<file path="src/logic/pdm_defines.svh">
// constants for the programmable delay monostable: register map, fields, resets, timing
// assumes a single 25 MHz clk_sys and a 32-bit axi4-lite slave port
`ifndef PDM_DEFINES_SVH
`define PDM_DEFINES_SVH

`define PDM_ADDR_W          8
`define PDM_DATA_W          32
`define PDM_CNT_W           24
`define PDM_SEC_W           8

// register byte offsets
`define PDM_OFF_CTRL        8'h00
`define PDM_OFF_OSC_PERIOD  8'h04
`define PDM_OFF_STATUS      8'h08
`define PDM_OFF_COUNT       8'h0C

// control register fields
`define PDM_CTRL_SEL_LSB    0
`define PDM_CTRL_SEL_MSB    3
`define PDM_CTRL_RETRIG     4
`define PDM_CTRL_OSC_RUN    5
`define PDM_CTRL_MCLR       6
`define PDM_CTRL_INT_OSC    7
`define PDM_CTRL_RESET      8'h00

// status register fields
`define PDM_STAT_ACTIVE     0
`define PDM_STAT_OSC_ON     1

// axi responses
`define PDM_RESP_OKAY       2'b00
`define PDM_RESP_SLVERR     2'b10

// timing
`define PDM_CLK_PERIOD_NS   40
`define PDM_MIN_DELAY_NS    100
`define PDM_MIN_DELAY_CYC   ((`PDM_MIN_DELAY_NS + `PDM_CLK_PERIOD_NS - 1) / `PDM_CLK_PERIOD_NS)
`define PDM_OSC_RESET       16'h0019

`endif

</file>
<file path="src/logic/pdm_pkg.sv">
// types for the programmable delay monostable
// assumes pdm_defines.svh for all numeric constants
package pdm_pkg;
    // gray along idle -> active
    typedef enum logic [1:0] {
        PDM_IDLE   = 2'b00,
        PDM_ACTIVE = 2'b01
    } pdm_state_t;
endpackage

</file>
<file path="src/logic/pdm_sync.sv">
// three-flop pin synchroniser with agreement filter and edge pulses
// assumes an asynchronous pin input and the clk_sys domain
`timescale 1ns/10ps
`default_nettype none
module pdm_sync
    import pdm_pkg::*;
(
    input  wire logic clk_sys,
    input  wire logic reset,
    input  wire logic pin_in,
    output logic      rise,
    output logic      fall
);
    logic meta_r;
    logic s2_r;
    logic s3_r;
    logic lvl_r;
    logic agree;

    // first flop read only by the second
    always_ff @(posedge clk_sys) begin
        if (reset) begin
            meta_r <= 1'b0;
            s2_r   <= 1'b0;
            s3_r   <= 1'b0;
        end else begin
            meta_r <= pin_in;
            s2_r   <= meta_r;
            s3_r   <= s2_r;
        end
    end

    // a change counts once the second and third stages agree
    assign agree = (s2_r == s3_r);

    always_ff @(posedge clk_sys) begin
        if (reset) begin
            lvl_r <= 1'b0;
        end else if (agree) begin
            lvl_r <= s3_r;
        end
    end

    assign rise = agree & s3_r & ~lvl_r;
    assign fall = agree & ~s3_r & lvl_r;
endmodule
`default_nettype wire

</file>
<file path="src/logic/pdm_stage8.sv">
// one 8-stage binary section of the delay divider
// assumes clear has priority over count enable
`timescale 1ns/10ps
`default_nettype none
`include "pdm_defines.svh"
module pdm_stage8
    import pdm_pkg::*;
(
    input  wire logic                   clk_sys,
    input  wire logic                   reset,
    input  wire logic                   clr,
    input  wire logic                   en,
    output logic [`PDM_SEC_W-1:0]       cnt_r,
    output logic                        full
);
    // section counter, clear wins
    always_ff @(posedge clk_sys) begin
        if (reset || clr) begin
            cnt_r <= '0;
        end else if (en) begin
            cnt_r <= cnt_r + 8'h01;
        end
    end

    assign full = &cnt_r;
endmodule
`default_nettype wire

</file>
<file path="src/logic/pdm_top.sv">
// programmable delay monostable with axi4-lite control registers
// assumes pins trig_pos, trig_neg, count_clock_in are asynchronous to clk_sys
//
// The implementer's own choices: the placing of the registers and the AXI4-Lite interface to the registers.
`timescale 1ns/10ps
`default_nettype none
`include "pdm_defines.svh"
module pdm_top
    import pdm_pkg::*;
(
    input  wire logic                      clk_sys,
    input  wire logic                      reset,
    input  wire logic                      trig_pos,
    input  wire logic                      trig_neg,
    input  wire logic                      count_clock_in,
    output logic                           pulse_out,
    output logic                           pulse_out_n,
    input  wire logic [`PDM_ADDR_W-1:0]    s_axi_awaddr,
    input  wire logic                      s_axi_awvalid,
    output logic                           s_axi_awready,
    input  wire logic [`PDM_DATA_W-1:0]    s_axi_wdata,
    input  wire logic [3:0]                s_axi_wstrb,
    input  wire logic                      s_axi_wvalid,
    output logic                           s_axi_wready,
    output logic [1:0]                     s_axi_bresp,
    output logic                           s_axi_bvalid,
    input  wire logic                      s_axi_bready,
    input  wire logic [`PDM_ADDR_W-1:0]    s_axi_araddr,
    input  wire logic                      s_axi_arvalid,
    output logic                           s_axi_arready,
    output logic [`PDM_DATA_W-1:0]         s_axi_rdata,
    output logic [1:0]                     s_axi_rresp,
    output logic                           s_axi_rvalid,
    input  wire logic                      s_axi_rready
);
    logic [7:0]             ctrl_r;
    logic [15:0]            osc_period_r;
    logic [`PDM_ADDR_W-1:0] awaddr_r;
    logic [`PDM_DATA_W-1:0] wdata_r;
    logic [3:0]             wstrb_r;
    logic                   awready_r;
    logic                   wready_r;
    logic                   bvalid_r;
    logic [1:0]             bresp_r;
    logic                   arready_r;
    logic                   rvalid_r;
    logic [1:0]             rresp_r;
    logic [`PDM_DATA_W-1:0] rdata_r;
    pdm_state_t             state_r;
    pdm_state_t             state_nxt;
    logic                   pulse_r;
    logic                   pulse_n_r;
    logic [15:0]            osc_cnt_r;

    // pin synchronisers
    logic pos_rise;
    logic neg_fall;
    logic clk_rise;

    pdm_sync u_sync_pos (.clk_sys(clk_sys), .reset(reset), .pin_in(trig_pos), .rise(pos_rise), .fall());
    pdm_sync u_sync_neg (.clk_sys(clk_sys), .reset(reset), .pin_in(trig_neg), .rise(), .fall(neg_fall));
    pdm_sync u_sync_clk (.clk_sys(clk_sys), .reset(reset), .pin_in(count_clock_in), .rise(clk_rise), .fall());

    // control fields
    logic [3:0] sel;
    logic       retrig;
    logic       osc_run;
    logic       mclr;
    logic       int_osc;
    assign sel     = ctrl_r[`PDM_CTRL_SEL_MSB:`PDM_CTRL_SEL_LSB];
    assign retrig  = ctrl_r[`PDM_CTRL_RETRIG];
    assign osc_run = ctrl_r[`PDM_CTRL_OSC_RUN];
    assign mclr    = ctrl_r[`PDM_CTRL_MCLR];
    assign int_osc = ctrl_r[`PDM_CTRL_INT_OSC];

    // internal oscillator: a divider of clk_sys, gated off while idle in triggered-start mode
    logic        active;
    logic        osc_on;
    logic        osc_tick;
    logic [15:0] osc_limit;
    assign active = (state_r == PDM_ACTIVE);
    assign osc_on = int_osc & ~mclr & (osc_run | active);
    // period never under the minimum delay
    assign osc_limit = (osc_period_r < 16'(`PDM_MIN_DELAY_CYC)) ? 16'(`PDM_MIN_DELAY_CYC) : osc_period_r;
    assign osc_tick = osc_on & (osc_cnt_r == osc_limit - 16'h0001);

    // restarting from zero keeps the first period whole after a triggered start
    always_ff @(posedge clk_sys) begin
        if (reset || !osc_on || osc_tick) begin
            osc_cnt_r <= 16'h0000;
        end else begin
            osc_cnt_r <= osc_cnt_r + 16'h0001;
        end
    end

    // counting tick from the selected source
    logic tick;
    assign tick = int_osc ? osc_tick : clk_rise;

    // trigger and sequence events
    logic trig_evt;
    logic start_evt;
    logic retrig_evt;
    logic end_evt;
    logic done;
    logic [4:0] ratio_log;
    logic [`PDM_CNT_W-1:0] mask;
    logic [`PDM_CNT_W-1:0] cnt;
    assign trig_evt   = pos_rise | neg_fall;
    assign start_evt  = ~active & trig_evt & ~mclr;
    // extend on retrigger; ignored when retrigger is off
    assign retrig_evt = active & retrig & trig_evt & ~mclr;
    assign ratio_log  = sel[3] ? 5'd17 + {2'b00, sel[2:0]} : 5'd1 + {2'b00, sel[2:0]};
    assign mask       = 24'hFF_FFFF >> (5'd24 - ratio_log);
    assign done       = &(cnt | ~mask);
    assign end_evt    = active & tick & done & ~retrig_evt & ~mclr;

    logic sec_clr;
    logic sec_en;
    logic full0;
    logic full1;
    logic full2;
    logic [2:0] sec_en_v;
    assign sec_clr = ~active | mclr | start_evt | retrig_evt | end_evt;
    assign sec_en  = active & tick;
    // top bit low clocks the three sections in parallel
    // cascade lets a filled divider roll over in one tick
    assign sec_en_v[0] = sec_en;
    assign sec_en_v[1] = sec_en & (sel[3] ? full0 : 1'b1);
    assign sec_en_v[2] = sec_en & (sel[3] ? (full0 & full1) : 1'b1);

    pdm_stage8 u_sec0 (.clk_sys(clk_sys), .reset(reset), .clr(sec_clr), .en(sec_en_v[0]),
                       .cnt_r(cnt[7:0]), .full(full0));
    pdm_stage8 u_sec1 (.clk_sys(clk_sys), .reset(reset), .clr(sec_clr), .en(sec_en_v[1]),
                       .cnt_r(cnt[15:8]), .full(full1));
    pdm_stage8 u_sec2 (.clk_sys(clk_sys), .reset(reset), .clr(sec_clr), .en(sec_en_v[2]),
                       .cnt_r(cnt[23:16]), .full(full2));

    // clear overrides everything; start makes the output rise
    always_comb begin
        state_nxt = state_r;
        case (state_r)
            PDM_IDLE: begin
                if (start_evt) begin
                    state_nxt = PDM_ACTIVE;
                end
            end
            PDM_ACTIVE: begin
                if (mclr || end_evt) begin
                    state_nxt = PDM_IDLE;
                end
            end
            default: state_nxt = PDM_IDLE;
        endcase
    end

    // reset leaves both outputs idle; complementary outputs
    always_ff @(posedge clk_sys) begin
        if (reset) begin
            state_r   <= PDM_IDLE;
            pulse_r   <= 1'b0;
            pulse_n_r <= 1'b1;
        end else begin
            state_r   <= state_nxt;
            pulse_r   <= (state_nxt == PDM_ACTIVE);
            pulse_n_r <= (state_nxt != PDM_ACTIVE);
        end
    end

    assign pulse_out   = pulse_r;
    assign pulse_out_n = pulse_n_r;

    // axi write decode
    logic wr_go;
    logic wr_ctrl;
    logic wr_osc;
    logic wr_ok;
    assign wr_go   = ~awready_r & ~wready_r & ~bvalid_r;
    assign wr_ctrl = (awaddr_r == `PDM_OFF_CTRL);
    assign wr_osc  = (awaddr_r == `PDM_OFF_OSC_PERIOD);
    assign wr_ok   = wr_ctrl | wr_osc;

    // address and data taken in either order, response after both
    always_ff @(posedge clk_sys) begin
        if (reset) begin
            awready_r <= 1'b1;
            wready_r  <= 1'b1;
            bvalid_r  <= 1'b0;
            bresp_r   <= `PDM_RESP_OKAY;
            awaddr_r  <= '0;
            wdata_r   <= '0;
            wstrb_r   <= 4'h0;
        end else begin
            if (awready_r && s_axi_awvalid) begin
                awready_r <= 1'b0;
                awaddr_r  <= s_axi_awaddr;
            end
            if (wready_r && s_axi_wvalid) begin
                wready_r <= 1'b0;
                wdata_r  <= s_axi_wdata;
                wstrb_r  <= s_axi_wstrb;
            end
            if (wr_go) begin
                bvalid_r <= 1'b1;
                bresp_r  <= wr_ok ? `PDM_RESP_OKAY : `PDM_RESP_SLVERR;
            end
            if (bvalid_r && s_axi_bready) begin
                bvalid_r  <= 1'b0;
                awready_r <= 1'b1;
                wready_r  <= 1'b1;
            end
        end
    end

    // software holds the select field in the control register
    always_ff @(posedge clk_sys) begin
        if (reset) begin
            ctrl_r       <= `PDM_CTRL_RESET;
            osc_period_r <= `PDM_OSC_RESET;
        end else if (wr_go) begin
            if (wr_ctrl && wstrb_r[0]) begin
                ctrl_r <= wdata_r[7:0];
            end
            if (wr_osc && wstrb_r[0]) begin
                osc_period_r[7:0] <= wdata_r[7:0];
            end
            if (wr_osc && wstrb_r[1]) begin
                osc_period_r[15:8] <= wdata_r[15:8];
            end
        end
    end

    // read mux; unmapped reads answer slverr with zero data
    logic [`PDM_DATA_W-1:0] rd_data;
    logic                   rd_hit;
    assign rd_hit  = (s_axi_araddr == `PDM_OFF_CTRL) | (s_axi_araddr == `PDM_OFF_OSC_PERIOD) |
                     (s_axi_araddr == `PDM_OFF_STATUS) | (s_axi_araddr == `PDM_OFF_COUNT);
    assign rd_data = (s_axi_araddr == `PDM_OFF_CTRL)       ? {24'h00_0000, ctrl_r} :
                     (s_axi_araddr == `PDM_OFF_OSC_PERIOD) ? {16'h0000, osc_period_r} :
                     (s_axi_araddr == `PDM_OFF_STATUS)     ? {30'h0000_0000, osc_on, active} :
                     (s_axi_araddr == `PDM_OFF_COUNT)      ? {8'h00, cnt} : 32'h0000_0000;

    // single read outstanding, answer one cycle after the address
    always_ff @(posedge clk_sys) begin
        if (reset) begin
            arready_r <= 1'b1;
            rvalid_r  <= 1'b0;
            rresp_r   <= `PDM_RESP_OKAY;
            rdata_r   <= '0;
        end else if (arready_r && s_axi_arvalid) begin
            arready_r <= 1'b0;
            rvalid_r  <= 1'b1;
            rresp_r   <= rd_hit ? `PDM_RESP_OKAY : `PDM_RESP_SLVERR;
            rdata_r   <= rd_data;
        end else if (rvalid_r && s_axi_rready) begin
            arready_r <= 1'b1;
            rvalid_r  <= 1'b0;
        end
    end

    assign s_axi_awready = awready_r;
    assign s_axi_wready  = wready_r;
    assign s_axi_bvalid  = bvalid_r;
    assign s_axi_bresp   = bresp_r;
    assign s_axi_arready = arready_r;
    assign s_axi_rvalid  = rvalid_r;
    assign s_axi_rresp   = rresp_r;
    assign s_axi_rdata   = rdata_r;
endmodule
`default_nettype wire

</file>
<file path="config.mk">
export PLATFORM = sky130hd
export DESIGN_NAME = pdm_top
export DESIGN_NICKNAME = d
export VERILOG_FILES = /design/src/logic/pdm_pkg.sv /design/src/logic/pdm_sync.sv /design/src/logic/pdm_stage8.sv /design/src/logic/pdm_top.sv
export VERILOG_INCLUDE_DIRS = /design/src /design/src/logic
export SDC_FILE = /design/constraint.sdc
export NUM_CORES = 1
export LEC_CHECK = 0
export BUFFER_PORTS_ARGS = -buffer_cell sky130_fd_sc_hd__buf_4
export CORE_UTILIZATION = 25
export DETAILED_ROUTE_END_ITERATION = 8
export SKIP_CTS_REPAIR_TIMING = 1
export SYNTH_ARGS = -nofsm -noshare
export SYNTH_HDL_FRONTEND = slang
export SYNTH_SLANG_ARGS = --single-unit
</file>
<file path="constraint.sdc">
create_clock -name clk_sys -period 4.3 [get_ports clk_sys]
set_clock_uncertainty 0.1 [all_clocks]
set_input_delay 0.215 -clock clk_sys [delete_from_list [all_inputs] [get_ports clk_sys]]
set_output_delay 0.215 -clock clk_sys [all_outputs]
set_load 0.05 [all_outputs]
</file>
==> run_results.csv <==
group,metric,value,unit
die,die-area,0.0269,mm^2
clocking,cts_made_buffers,17,
setup_path,slowest_stage,"or4b_1",
global_route,grt_pass1_vias,5280,
setup_path,critical_path_required,4.49,ns
sta,hold_viol,2,
clocking,clock-root-buffer,"clkbuf_16",
synth,synth-seq-cells,137,
detailed_routing,vias,5835,
sta,fin_crit,3.87,ns
sta,period_share,90.1,%
synth,yosys_warnings,0,
clocking,cts_tree,"done",
detailed_routing,antenna_left,0,
global_route,grt_max_degree,91,
final_layout,fill_cells,2650,
setup_path,crit_path_max_fanout,24,
setup_path,arrival,4.07,ns
placed_design,dp_slack,0.416,ns
setup_path,timing.rr.start,"osc_period_r[11]",
detailed_routing,drc,0,
final_layout,final_net_count,940,
global_route,grt-ovfl-total,0,
placed_design,dp_hpwl,12.6,mm
sta,setup_violations,0,
hold_path,min-delay-start,"s_axi_awaddr[7]",
detailed_routing,drt-pass1-iter-count,5,
setup_path,reg2reg_slack,0.43,ns
run_status,status,"complete, but fails checks",
sta,fmax,0.258,GHz
detailed_routing,wl,17.5,mm
synth,ys_types,68,
placed_design,placedCellCount,1144,
setup_path,startpoint_type,"register",
final_layout,antenna_cells,0,
synth,synth-main-ff-cell,"dfxtp_1",
die,rows,58,
sta,slew_violations,0,
sta,slew-limit-headroom,26.3,%
final_layout,area_growth,27.8,%
sta,rsz0062_at_grt,"no",
power_and_ir_drop,irDropWorstVdd,180,uV
run_status,failed_checks,"negative hold slack",
final_layout,fin_cells,1208,
die,core_area,0.0255,mm^2
die,die_x,164,um
sta,setup_slack,0.427,ns
setup_path,cp-end-kind,"register",
clocking,clk_latency,0.42,ns
synth,synth_edf_count,0,
run,drv_cap,0,
placed_design,gp_congestion,0.845,
synth,synth_seq_area_share,41.8,%
power_and_ir_drop,leakagePower,3.27,nW
sta,hold_ws,-0.00341,ns
setup_path,crit_buf_inv,1,
detailed_routing,via_per_inst,4.83,
detailed_routing,drt-initial-drc-count,365,
detailed_routing,wire_per_inst,14.5,um
setup_path,crit_path_cell_trace,"nor4_1 -> nand4_1 -> nor2_1 -> nor2_1 -> ha_1 -> nor3b_1 -> xnor2_1 -> and4b_1 -> o311ai_0 -> or4b_1 -> o21ai_1 -> a311o_2 -> buf_12 -> a21oi_1",
final_layout,drive_above_1_share,17.8,%
clocking,cts_buffer_depth,2,
setup_path,crit_top_cell,"nor2_1",
setup_path,cp_slowest_stage_delay,0.61,ns
placed_design,io_buffer_count,76,
die,initial_core_util,25.8,%
sta,tns,0,ns
synth,synth_area,0.00656,mm^2
synth,synth_cells,758,
global_route,grt_pass1_wl,27.7,mm
clocking,cts.sinks,137,
sta,tightest_slew,1.10,ns
synth,ys_async_sr_fraction,0,%
power_and_ir_drop,p_per_area,346,mW/mm^2
synth,avgSynthCellArea,8.66,um^2
clocking,clk_pin_slew,0.07,ns
clocking,htree_levels,4,
setup_path,worstSetupPathType,"reg -> reg",
global_route,antenna_found_initial,0,
setup_path,crit_start,"osc_period_r[11]",
global_route,grtUsageTotal,13.3,%
die,pin_count,105,
hold_path,hold_path_class,"in -> reg",
setup_path,worst_path_dominant_cell_family,"simple AND/OR/NAND/NOR gates",
die,die_height,164,um
final timing paths:
| check | to | cells after the start |
|---|---|---|
| setup / recovery | u_sec2.cnt_r[4] | 14 |
| hold reg to reg | u_sync_clk.s2_r | 1 |
| hold / removal | awaddr_r[7] | 3 |
| setup reg to reg | u_sec2.cnt_r[4] | 14 |
layout by cell type (no fill, tap or decap), drive strengths merged, types with 6 or more instances in the layout:
cell type | Yosys | layout
ha | 13 | 13
a21oi | 66 | 66
and2 | 6 | 6
clkbuf | 29 | 18
a22o | 6 | 6
nor2 | 93 | 93
conb | 1 | 11
and3 | 9 | 9
mux2i | 28 | 28
inv | 24 | 31
buf | 20 | 95
nor3 | 7 | 7
xor2 | 15 | 15
xnor2 | 19 | 19
nor2b | 10 | 10
a22oi | 27 | 27
nor4 | 9 | 9
nand2 | 71 | 71
or3 | 9 | 9
o21ai | 24 | 24
o31ai | 13 | 13
nand3 | 32 | 32
dfxtp | 137 | 137
dlygate4sd3 | 0 | 32
or4 | 15 | 15
mux2 | 13 | 13
flip-flops by register name, indices dropped and copies added, names as in the netlist, 2 cells and up:
name and flops:
wstrb_r 2, osc_period_r 16, s_axi_rdata 24, u_sec0.cnt_r 8, state_r 2, wdata_r 16
awaddr_r 8, u_sec1.cnt_r 8, u_sec2.cnt_r 8, ctrl_r 8, osc_cnt_r 16
tightest hold or removal path, cell delays in order:
cell and delay, ns:
buf_4 0.11, nand3_1 0.08, a21oi_1 0.06
per-stage QoR:
step	cell area, um^2	util (%)	power, mW
after global routing	8390	32.9	3.01
after CTS	8070	31.7	2.91
after floorplan	6600	-	1.44
after global placement	7500	29.4	1.50
final	8390	32.9	2.90
after detailed placement	7500	29.4	1.50
power breakdown:
group / switching, mW / internal [mW]
clock network: 0.595 / 0.810
logic: 0.110 / 0.0763
registers: 0.0179 / 1.29
layout make-up:
class,instances,area [um^2],area share [%]
Clock buffer,18,429,5.12
Clock inverter,14,138,1.64
Inverter,24,90.1,1.07
Multi-Input combinational cell,558,3510,41.9
Sequential cell,137,2740,32.7
Tap cell,330,413,4.92
Timing Repair Buffer,127,1060,12.6
cell families (layout without fill, tap and decap cells):
kind of cell | Yosys count | count (layout) | synth area share (%)
XOR/XNOR | 34 | 34 | 4.54
other | 1 | 11 | 0.0572
buffers and inverters | 73 | 183 | 5.21
flip-flops | 137 | 137 | 41.8
adder cells (fa/ha/maj) | 13 | 13 | 2.48
AND/OR/NAND/NOR | 285 | 285 | 21.5
multiplexers | 43 | 43 | 7.19
AO/OA/AOI/OAI | 172 | 172 | 17.2
cell usage after synthesis (10+ instances only):
library cell	count	area, um^2
a21oi_1	65	325
a22oi_1	27	203
buf_4	13	97.6
clkbuf_1	29	109
dfxtp_1	137	2740
ha_1	13	163
inv_1	24	90.1
mux2_2	13	146
mux2i_1	28	280
nand2_1	71	267
nand3_1	31	155
nor2_1	93	349
nor2b_1	10	62.6
o21ai_0	23	115
o31ai_1	13	97.6
or4_1	13	97.6
xnor2_1	19	166
xor2_1	15	131
layer usage:
metal	GRT usage (%)	part of all wire (%)
met3	3.69	5.7
met5	0	0
met1	18.1	48
met2	20.1	45
met4	4.17	1.3
Note: power is estimated with default switching activity, not from simulation.
